<file path="config.mk">
export PLATFORM = sky130hd
export DESIGN_NAME = dlwm_top
export DESIGN_NICKNAME = d
export VERILOG_FILES = /design/src/rtl/dlwm_pkg.sv /design/src/rtl/dlwm_top.sv /design/src/rtl/dlwm_bypass.sv
export SDC_FILE = /design/constraint.sdc
export NUM_CORES = 2
export LEC_CHECK = 0
export BUFFER_PORTS_ARGS = -buffer_cell sky130_fd_sc_hd__buf_2
export CAP_MARGIN = 20
export CORE_UTILIZATION = 30
export CTS_BUF_LIST = sky130_fd_sc_hd__clkbuf_8
export CTS_CLUSTER_DIAMETER = 50
export CTS_CLUSTER_SIZE = 40
export DETAILED_ROUTE_END_ITERATION = 16
export PLACE_DENSITY = 0.5
export SYNTH_ARGS = -nofsm -noshare
export SYNTH_HDL_FRONTEND = slang
export SYNTH_SLANG_ARGS = --single-unit
export TNS_END_PERCENT = 1
</file>
<file path="constraint.sdc">
create_clock -name clock_i -period 138 [get_ports clock_i]
set_clock_uncertainty 0.2 [all_clocks]
set_input_delay 0 -clock clock_i [delete_from_list [all_inputs] [get_ports clock_i]]
set_output_delay 0 -clock clock_i [all_outputs]
set_load 0.02 [all_outputs]
</file>
<file path="src/rtl/dlwm_pkg.sv">
// Package for the drive limit / warning monitor.
// Assumes fixed-point quantities: current and percent in 0.1 units,
// frequency in 0.1 Hz, feedback in 0.001 units (signed).
package dlwm_pkg;
  // Data widths
  localparam int unsigned DLWM_REF_W = 16;  // Reference / frequency, 0.1 Hz
  localparam int unsigned DLWM_CUR_W = 16;  // Current, 0.1 A
  localparam int unsigned DLWM_PCT_W = 11;  // Percent, 0.1 %
  localparam int unsigned DLWM_FB_W  = 32;  // Feedback, 0.001 units
  localparam int unsigned DLWM_NWARN = 6;

  // Percent scale and limits (0.1 % units)
  localparam logic [10:0] DLWM_PCT_FULL     = 11'h3_E8;  // 100.0 %
  localparam logic [10:0] DLWM_PCT_CAP_MAX  = 11'h7_FF;  // Largest cap
  localparam logic [10:0] DLWM_CAP_DEFAULT  = 11'h6_40;  // 160.0 %
  localparam logic [10:0] DLWM_CATCH_DEF    = 11'h0_00;  // 0.00 %

  // Frequency limits (0.1 Hz units)
  localparam logic [15:0] DLWM_F_LIM_LO     = 16'h0_528;  // 132.0 Hz
  localparam logic [15:0] DLWM_F_LIM_HI     = 16'h2_710;  // 1000.0 Hz
  localparam logic [15:0] DLWM_F_HIGH_DEF   = 16'h0_528;  // 132.0 Hz
  localparam logic [15:0] DLWM_F_LOW_DEF    = 16'h0_000;  // 0.0 Hz
  localparam logic [15:0] DLWM_BW_MAX       = 16'h0_3E8;  // 100.0 Hz

  // Current defaults (0.1 A units)
  localparam logic [15:0] DLWM_I_LOW_DEF    = 16'h0_000;  // 0.0 A

  // Feedback limits (0.001 units)
  localparam logic signed [31:0] DLWM_FB_MAX     = 32'h05F5_E100; // 1e5
  localparam logic signed [31:0] DLWM_FB_MIN     = 32'hFA0A_1F00; // -1e5
  localparam logic signed [31:0] DLWM_FB_HI_DEF  = 32'h003D_0900; // 4000
  localparam logic signed [31:0] DLWM_FB_LO_DEF  = 32'hFFC2_F700; // -4000

  // Warning vector bit positions
  localparam int unsigned DLWM_W_ILO  = 0;
  localparam int unsigned DLWM_W_IHI  = 1;
  localparam int unsigned DLWM_W_FLO  = 2;
  localparam int unsigned DLWM_W_FHI  = 3;
  localparam int unsigned DLWM_W_FBLO = 4;
  localparam int unsigned DLWM_W_FBHI = 5;

  // Supervision states
  typedef enum logic [1:0] {
    DLWM_ST_IDLE,
    DLWM_ST_RAMP,
    DLWM_ST_RUN
  } dlwm_state_t;
endpackage

</file>
<file path="src/rtl/dlwm_top.sv">
// Drive limit and warning monitor: reference shaping, current cap,
// threshold warnings with routing, and frequency bypass bands.
// Assumes all inputs synchronous to clock_i; settings held steady by
// the control processor; measurements refreshed every cycle.
// Functional notes
// - Catch-up adds percentage to remote reference
// - Slow-down subtracts percentage from remote reference
// - Catch percentage 0 to 100, default 0
// - Cap current at percentage, default 160
// - Cap below rating scales acceleration torque down
// - Low-current warning below threshold, up to high
// - High-current warning above threshold, max default
// - Low-frequency warning below threshold, up to high
// - High-frequency warning, limit 132 or 1000 Hz
// - Low-feedback warning, min -100000, default -4000
// - High-feedback warning, max 100000, default 4000
// - Warnings suppressed while ramping, stopping, stopped
// - Warnings active once output reaches reference
// - Each warning routable to output and relay
// - Two avoided frequencies, zero to 1000 Hz
// - One bandwidth, 0 off to 100 Hz
module dlwm_top
  import dlwm_pkg::*;
(
  // Clock and reset
  input  wire logic                         clock_i,
  input  wire logic                         nrst_i,
  // Run control
  input  wire logic                         start_i,
  input  wire logic                         stop_i,
  input  wire logic                         catch_up_i,
  input  wire logic                         slow_down_i,
  // Reference path (0.1 Hz)
  input  wire logic        [DLWM_REF_W-1:0] remote_ref_i,
  input  wire logic        [DLWM_PCT_W-1:0] catch_pct_i,
  input  wire logic        [1:0]            freq_range_i,
  // Measurements
  input  wire logic        [DLWM_REF_W-1:0] out_freq_i,
  input  wire logic        [DLWM_CUR_W-1:0] out_current_i,
  input  wire logic signed [DLWM_FB_W-1:0]  feedback_i,
  // Current ratings (0.1 A) and cap (0.1 % of motor rating)
  input  wire logic        [DLWM_CUR_W-1:0] motor_rated_current_i,
  input  wire logic        [DLWM_CUR_W-1:0] converter_rated_current_i,
  input  wire logic        [DLWM_CUR_W-1:0] converter_max_current_i,
  input  wire logic        [DLWM_PCT_W-1:0] output_current_cap_i,
  input  wire logic                         cap_use_default_i,
  // Warning thresholds
  input  wire logic        [DLWM_CUR_W-1:0] current_low_threshold_i,
  input  wire logic        [DLWM_CUR_W-1:0] current_high_threshold_i,
  input  wire logic        [DLWM_REF_W-1:0] frequency_low_threshold_i,
  input  wire logic        [DLWM_REF_W-1:0] frequency_high_threshold_i,
  input  wire logic signed [DLWM_FB_W-1:0]  feedback_low_threshold_i,
  input  wire logic signed [DLWM_FB_W-1:0]  feedback_high_threshold_i,
  // Warning routing masks
  input  wire logic        [DLWM_NWARN-1:0] route_signal_i,
  input  wire logic        [DLWM_NWARN-1:0] route_relay_i,
  // Bypass bands
  input  wire logic        [DLWM_REF_W-1:0] bypass_freq1_i,
  input  wire logic        [DLWM_REF_W-1:0] bypass_freq2_i,
  input  wire logic        [DLWM_REF_W-1:0] bypass_width_i,
  // Results
  output logic             [DLWM_REF_W-1:0] shaped_ref_o,
  output logic             [DLWM_CUR_W-1:0] current_cap_o,
  output logic             [DLWM_PCT_W-1:0] accel_torque_pct_o,
  output logic             [DLWM_NWARN-1:0] warnings_o,
  output logic                              warn_signal_o,
  output logic                              warn_relay_o,
  output logic                              warn_active_o
);

  typedef struct packed {
    dlwm_state_t             state;
    logic [DLWM_REF_W-1:0]   adj_ref;
    logic [DLWM_CUR_W-1:0]   cap;
    logic [DLWM_PCT_W-1:0]   torque;
    logic [DLWM_NWARN-1:0]   warn;
    logic                    sig;
    logic                    relay;
  } dlwm_top_state_t;

  dlwm_top_state_t s_q;
  dlwm_top_state_t s_d;

  logic [DLWM_PCT_W-1:0]   pct_c;
  logic [DLWM_PCT_W-1:0]   cap_pct;
  logic [DLWM_REF_W+DLWM_PCT_W-1:0] delta_prod;
  logic [DLWM_REF_W-1:0]   delta;
  logic [DLWM_REF_W:0]     ref_sum;
  logic [DLWM_CUR_W+DLWM_PCT_W-1:0] cap_prod;
  logic [DLWM_CUR_W+DLWM_PCT_W-1:0] cap_lim;
  logic [DLWM_CUR_W+DLWM_PCT_W-1:0] trq_num;
  logic [DLWM_CUR_W+DLWM_PCT_W-1:0] trq_div;
  logic [DLWM_CUR_W-1:0]   i_hi;
  logic [DLWM_CUR_W-1:0]   i_lo;
  logic [DLWM_REF_W-1:0]   f_ceil;
  logic [DLWM_REF_W-1:0]   f_hi;
  logic [DLWM_REF_W-1:0]   f_lo;
  logic signed [DLWM_FB_W-1:0] fb_hi;
  logic signed [DLWM_FB_W-1:0] fb_lo;
  logic [DLWM_NWARN-1:0]   raw;
  logic [DLWM_REF_W-1:0]   bypassed_ref;
  logic                    at_ref;

  assign pct_c = (catch_pct_i > DLWM_PCT_FULL) ? DLWM_PCT_FULL : catch_pct_i;
  assign delta_prod = remote_ref_i * pct_c;
  assign delta = DLWM_REF_W'(delta_prod / DLWM_PCT_FULL);

  always_comb
  begin
    ref_sum = {1'b0, remote_ref_i};
    if (catch_up_i && !slow_down_i)
      ref_sum = {1'b0, remote_ref_i} + {1'b0, delta};
    else if (slow_down_i && !catch_up_i)
      ref_sum = {1'b0, remote_ref_i} - {1'b0, delta};
  end

  // Bypass bands applied to the adjusted reference
  // two avoided frequencies
  dlwm_bypass u_bypass (
    .clock_i        (clock_i),
    .nrst_i         (nrst_i),
    .bypass_freq1_i (bypass_freq1_i),
    .bypass_freq2_i (bypass_freq2_i),
    .bypass_width_i (bypass_width_i),
    .ref_i          (s_q.adj_ref),
    .ref_o          (bypassed_ref)
  );

  assign cap_pct  = cap_use_default_i ? DLWM_CAP_DEFAULT
                                      : output_current_cap_i;
  assign cap_prod = motor_rated_current_i * cap_pct;
  assign cap_lim  = (cap_prod / DLWM_PCT_FULL > converter_max_current_i)
                    ? {{DLWM_PCT_W{1'b0}}, converter_max_current_i}
                    : cap_prod / DLWM_PCT_FULL;

  assign trq_num = cap_lim * DLWM_PCT_FULL;
  assign trq_div = (converter_rated_current_i == '0) ? trq_num
                   : trq_num / converter_rated_current_i;

  // Threshold ranges: low clipped to high, high to ceiling
  // range dependent ceiling
  assign f_ceil = freq_range_i[1] ? DLWM_F_LIM_HI : DLWM_F_LIM_LO;
  assign f_hi   = (frequency_high_threshold_i > f_ceil)
                  ? f_ceil : frequency_high_threshold_i;
  assign f_lo   = (frequency_low_threshold_i > f_hi)
                  ? f_hi : frequency_low_threshold_i;
  assign i_hi   = (current_high_threshold_i > converter_max_current_i)
                  ? converter_max_current_i : current_high_threshold_i;
  assign i_lo   = (current_low_threshold_i > i_hi)
                  ? i_hi : current_low_threshold_i;
  assign fb_hi  = (feedback_high_threshold_i > DLWM_FB_MAX)
                  ? DLWM_FB_MAX : feedback_high_threshold_i;
  assign fb_lo  = (feedback_low_threshold_i < DLWM_FB_MIN) ? DLWM_FB_MIN
                  : ((feedback_low_threshold_i > fb_hi)
                     ? fb_hi : feedback_low_threshold_i);

  // Raw comparisons
  // low current
  assign raw[DLWM_W_ILO]  = out_current_i < i_lo;
  assign raw[DLWM_W_IHI]  = out_current_i > i_hi;
  assign raw[DLWM_W_FLO]  = out_freq_i < f_lo;
  assign raw[DLWM_W_FHI]  = out_freq_i > f_hi;
  assign raw[DLWM_W_FBLO] = feedback_i < fb_lo;
  assign raw[DLWM_W_FBHI] = feedback_i > fb_hi;

  // Output frequency has reached the shaped reference
  assign at_ref = (out_freq_i == bypassed_ref);

  // Next state
  always_comb
  begin
    s_d = s_q;
    s_d.adj_ref = ref_sum[DLWM_REF_W] ? '0 : ref_sum[DLWM_REF_W-1:0];
    s_d.cap = cap_lim[DLWM_CUR_W-1:0];
    s_d.torque = (trq_div > {{DLWM_CUR_W{1'b0}}, DLWM_PCT_FULL})
                 ? DLWM_PCT_FULL : trq_div[DLWM_PCT_W-1:0];
    case (s_q.state)
      DLWM_ST_IDLE:
        if (start_i && !stop_i)
          s_d.state = DLWM_ST_RAMP;
      DLWM_ST_RAMP:
        if (stop_i || !start_i)
          s_d.state = DLWM_ST_IDLE;
        else if (at_ref)
          s_d.state = DLWM_ST_RUN;
      DLWM_ST_RUN:
        if (stop_i || !start_i)
          s_d.state = DLWM_ST_IDLE;
      default:
        s_d.state = DLWM_ST_IDLE;
    endcase
    s_d.warn = (s_q.state == DLWM_ST_RUN && s_d.state == DLWM_ST_RUN)
               ? raw : '0;
    s_d.sig   = |(s_d.warn & route_signal_i);
    s_d.relay = |(s_d.warn & route_relay_i);
  end

  // State register
  always_ff @(posedge clock_i)
  begin
    if (!nrst_i)
    begin
      s_q       <= '0;
      s_q.state <= DLWM_ST_IDLE;
    end
    else
      s_q <= s_d;
  end

  assign shaped_ref_o       = bypassed_ref;
  assign current_cap_o      = s_q.cap;
  assign accel_torque_pct_o = s_q.torque;
  assign warnings_o         = s_q.warn;
  assign warn_signal_o      = s_q.sig;
  assign warn_relay_o       = s_q.relay;
  assign warn_active_o      = (s_q.state == DLWM_ST_RUN);
endmodule

</file>
<file path="src/rtl/dlwm_bypass.sv">
// Frequency bypass band: moves a reference out of two resonance bands.
// Assumes a settled reference input; result is registered.
module dlwm_bypass
  import dlwm_pkg::*;
(
  // Clock and reset
  input  wire logic                  clock_i,
  input  wire logic                  nrst_i,
  // Band settings
  input  wire logic [DLWM_REF_W-1:0] bypass_freq1_i,
  input  wire logic [DLWM_REF_W-1:0] bypass_freq2_i,
  input  wire logic [DLWM_REF_W-1:0] bypass_width_i,
  // Reference in and out
  input  wire logic [DLWM_REF_W-1:0] ref_i,
  output logic      [DLWM_REF_W-1:0] ref_o
);

  typedef struct packed {
    logic [DLWM_REF_W-1:0] ref_out;
  } dlwm_byp_state_t;

  dlwm_byp_state_t s_q;
  dlwm_byp_state_t s_d;
  logic [DLWM_REF_W-1:0] width_c;
  logic [DLWM_REF_W-1:0] center [2];
  logic [DLWM_REF_W-1:0] stage [3];

  // Width clipped to its 100 Hz ceiling
  assign width_c = (bypass_width_i > DLWM_BW_MAX) ? DLWM_BW_MAX
                                                  : bypass_width_i;
  assign center[0] = (bypass_freq1_i > DLWM_F_LIM_HI) ? DLWM_F_LIM_HI
                                                      : bypass_freq1_i;
  assign center[1] = (bypass_freq2_i > DLWM_F_LIM_HI) ? DLWM_F_LIM_HI
                                                      : bypass_freq2_i;
  assign stage[0] = ref_i;

  // One band stage per avoided frequency
  genvar g;
  generate
    for (g = 0; g < 2; g++)
    begin : g_band
      logic [DLWM_REF_W:0] half;
      logic [DLWM_REF_W:0] lo_edge;
      logic [DLWM_REF_W:0] hi_edge;
      logic [DLWM_REF_W:0] cur;
      logic [DLWM_REF_W-1:0] snapped;
      assign half    = {2'b00, width_c[DLWM_REF_W-1:1]};
      assign cur     = {1'b0, stage[g]};
      assign lo_edge = ({1'b0, center[g]} > half)
                       ? ({1'b0, center[g]} - half) : '0;
      assign hi_edge = {1'b0, center[g]} + half;
      always_comb
      begin
        snapped = stage[g];
        if ((width_c != '0) && (cur > lo_edge) && (cur < hi_edge))
        begin
          if ((cur - lo_edge) <= (hi_edge - cur))
            snapped = lo_edge[DLWM_REF_W-1:0];
          else
            snapped = hi_edge[DLWM_REF_W-1:0];
        end
      end
      // Every stage entry has one continuous driver
      assign stage[g+1] = snapped;
    end
  endgenerate

  // Next output value
  always_comb
  begin
    s_d = s_q;
    s_d.ref_out = stage[2];
  end

  // State register
  always_ff @(posedge clock_i)
  begin
    if (!nrst_i)
      s_q <= '0;
    else
      s_q <= s_d;
  end

  assign ref_o = s_q.ref_out;
endmodule

</file>
==> impl_results.md <==
* Met3 WL post-DR at 6210 um
* Slew headroom at 0.224
* Synthesis Warnings at 0
* Post-route DRC at 0
* CTS tree: built
* Setup crit end kind: register
* Unique masters post-synth at 147
* CP required at 138180 ps
* Critical path class: input port to register
* Avg WL per Cell at 17.9 um
* Crit path DAT at 122210 ps
* FILL cells at 20000
* Nets at 9570
* RSZ-0062 raised after global routing: no
* Worst setup SP type: input port
* DP Wirelength at 161000 um
* Final setup violation count at 0
* RePlAce Congestion at 0.901
* Fmax at 0.00819 GHz
* Setup TNS Final at 0 ps
* Ys flop type: dfxtp_1
* Initial antenna violation count at 27
* Routed met2 length at 91100 um
* Slowest CP cell: o31ai_1
* Vias per Instance at 5.36
* Area leader, netlist: ha_1
* Drt pass-1 iters at 6
* Met1 wire length at 85500 um
* Clock-pin slew on the worst setup and hold paths at 100 ps
* GRT Overall Usage at 0.192
* Later-pin clock latency in the skew report at 440 ps
* Finished Core Util at 0.332
* Max layer used: met5
* Syn avg cell area at 7.31 um2
* Cell mode on critical path: o21a_1
* Post-route ant nets at 0
* Clk root buf: clkbuf_8
* Gate Count Post-Synth at 7675
* Clock sinks at 69
* Post-CTS Resized at 0
* Vias in the first global route at 54200
* Initial core utilization at 0.302
* Number of H-tree levels at 3
* Die area at 0.189 mm2
* Dominant cells by area after synthesis: ha_1 (20%), fa_1 (11%), nand2_1 (4.9%)
* Min Tclk post-route at 122030 ps
* Hold WC Path Type: input port to register
* Die W at 434 um
* Largest net degree at the start of global routing at 48
* Post-route worst setup slack at 15970 ps
* Routed wire length at 188000 um
* Cell Area, Synth at 0.0561 mm2
* Max Cap Viol at 0
* DRT iter0 DRCs at 2978
* Status: finished clean
* Clock buffer count from CTS at 9
* Vias post-DR at 56300
* Worst Tran Pin Value at 1150 ps
* Final Slew Violations at 0
* First-pass GRT wire length at 295000 um
* Worst stage delay on the critical path at 790 ps
* Worst slack at placement at 15740 ps
* Clock Path Buffers at 2
* Crit-path max FO at 31
* Area delta synth->final at 9.69%
* #FFs+latches synth at 69
* Core box area at 0.186 mm2
* Rows at 158
* Final hold violations at 0
* Share of the synthesized area in the top cell type at 0.203
* Seq/Total Area, Yosys at 0.0246
* Crit share post-route at 0.884
* Post-synth ARST share at 0
* Die height at 434 um
* Layout cells sized above 1 at 0.0938
* Post-synth EDFFs at 0
* Port bufs at 397
* GRT overflow at 0
* I/O pins at 399
-- cell usage in the layout (no fill, tap or decap), types with 66 or more instances in the layout --
cell type  netlist  final
xor2_1         136    136
a21o_1         187    187
nor2b_1        177    176
o21ai_0        404    401
nand2_1        738    738
nand2b_1       121    121
dfxtp_1         69     69
a211oi_1        89     89
nor3_1         309    308
o31ai_1        147    147
ha_1           911    911
mux2i_1         66     66
and2_1         184    184
inv_1          629    629
nand4_1        104    104
buf_4           39     81
nor2_1         624    622
buf_2           14    397
a21oi_1        474    474
a31oi_1         70     69
fa_1           317    317
nand3_1        130    130
o21a_1         256    256
xnor2_1        232    232
-- area by class of cell --
cell class / count / area [um2] / area share
tap: 2480 / 3100 / 0.0504
multi-input combinational: 6738 / 51200 / 0.833
timing repair buffer: 532 / 3150 / 0.0512
clock inverter: 6 / 88.8 / 0.00144
sequential: 69 / 1380 / 0.0224
clock buffer: 9 / 124 / 0.00201
inverter: 645 / 2420 / 0.0393
antenna: 16 / 40.0 / 0.000651
-- cell families after synthesis --
| kind of cell | synth area share |
|---|---|
| xor+xnor | 0.0577 |
| fa+ha+maj | 0.318 |
| simple gates | 0.236 |
| buf+inv | 0.0670 |
| mux | 0.0261 |
| other cells | 0.000134 |
| compound gates | 0.271 |
| flops | 0.0246 |
-- critical path, delay by kind of cell --
family,cells,cell delay (ps)
and+or+nand+nor,151,26880
adders and majority gates,39,13280
AOI/OAI and AO/OA,336,70390
buffers and inverters,60,8570
xor gates and xnor gates,2,590
muxes,6,2100
-- sequential cells by signal, summed over array words and instances, names as in the netlist --
name / flops
warn_relay_o: 1
u_bypass.ref_o: 16
accel_torque_pct_o: 11
current_cap_o: 16
warnings_o: 6
warn_signal_o: 1
s_q: 18
-- through the flow --
step                instances  cell area [um2]  hold slack (ps)
detailed placement      10400            60800             32.5
finish                  10500            61500             35.1
CTS                     10500            61500             12.5
global placement        10400            60700             21.1
floorplan                7737            56300            -80.8
global route            10500            61500             49.5
-- cell usage after synthesis, drive strengths merged, types with 28 or more instances --
master,count
ha,911
nand2,738
inv,643
nor2,628
a21oi,485
o21ai,444
fa,317
nor3,315
o21a,256
xnor2,233
clkbuf,209
a21o,190
and2,189
nor2b,177
o31ai,153
xor2,136
nand3,131
nand2b,122
nand4,105
a211oi,93
a31oi,74
buf,74
mux2i,70
dfxtp,69
nor4,67
o211ai,66
mux2,65
and3,64
or2,52
o22ai,48
o21bai,47
or3,43
a211o,30
a21boi,28
-- timing repair --
action | in CTS | in global routing
hold buffers | 49 | 0
setup buffers | 0 | 0
hold endpoints to repair | 43 | 0
setup endpoints to repair | 0 | 0
-- path summary, 6_finish.rpt --
kind	startpoint	endpoint	slack (ps)	cells after the start
max	cap_use_default_i	accel_torque_pct_o[1]	15970	594
min	remote_ref_i[15]	s_q[50]	40	3
max reg2reg	s_q[37]	u_bypass.ref_o[6]	127280	55
min reg2reg	s_q[52]	s_q[51]	390	1
-- layer usage --
layer  vias to the layer above  track usage
met5                         -            0
met4                         8       0.0491
met3                       203       0.0136
met2                      1108        0.341
met1                     26700        0.250
li1                      28200            -
Power is left out: the tool's default activity adds up to more than one toggle a clock period on the data nets, which glitch-free logic cannot reach.
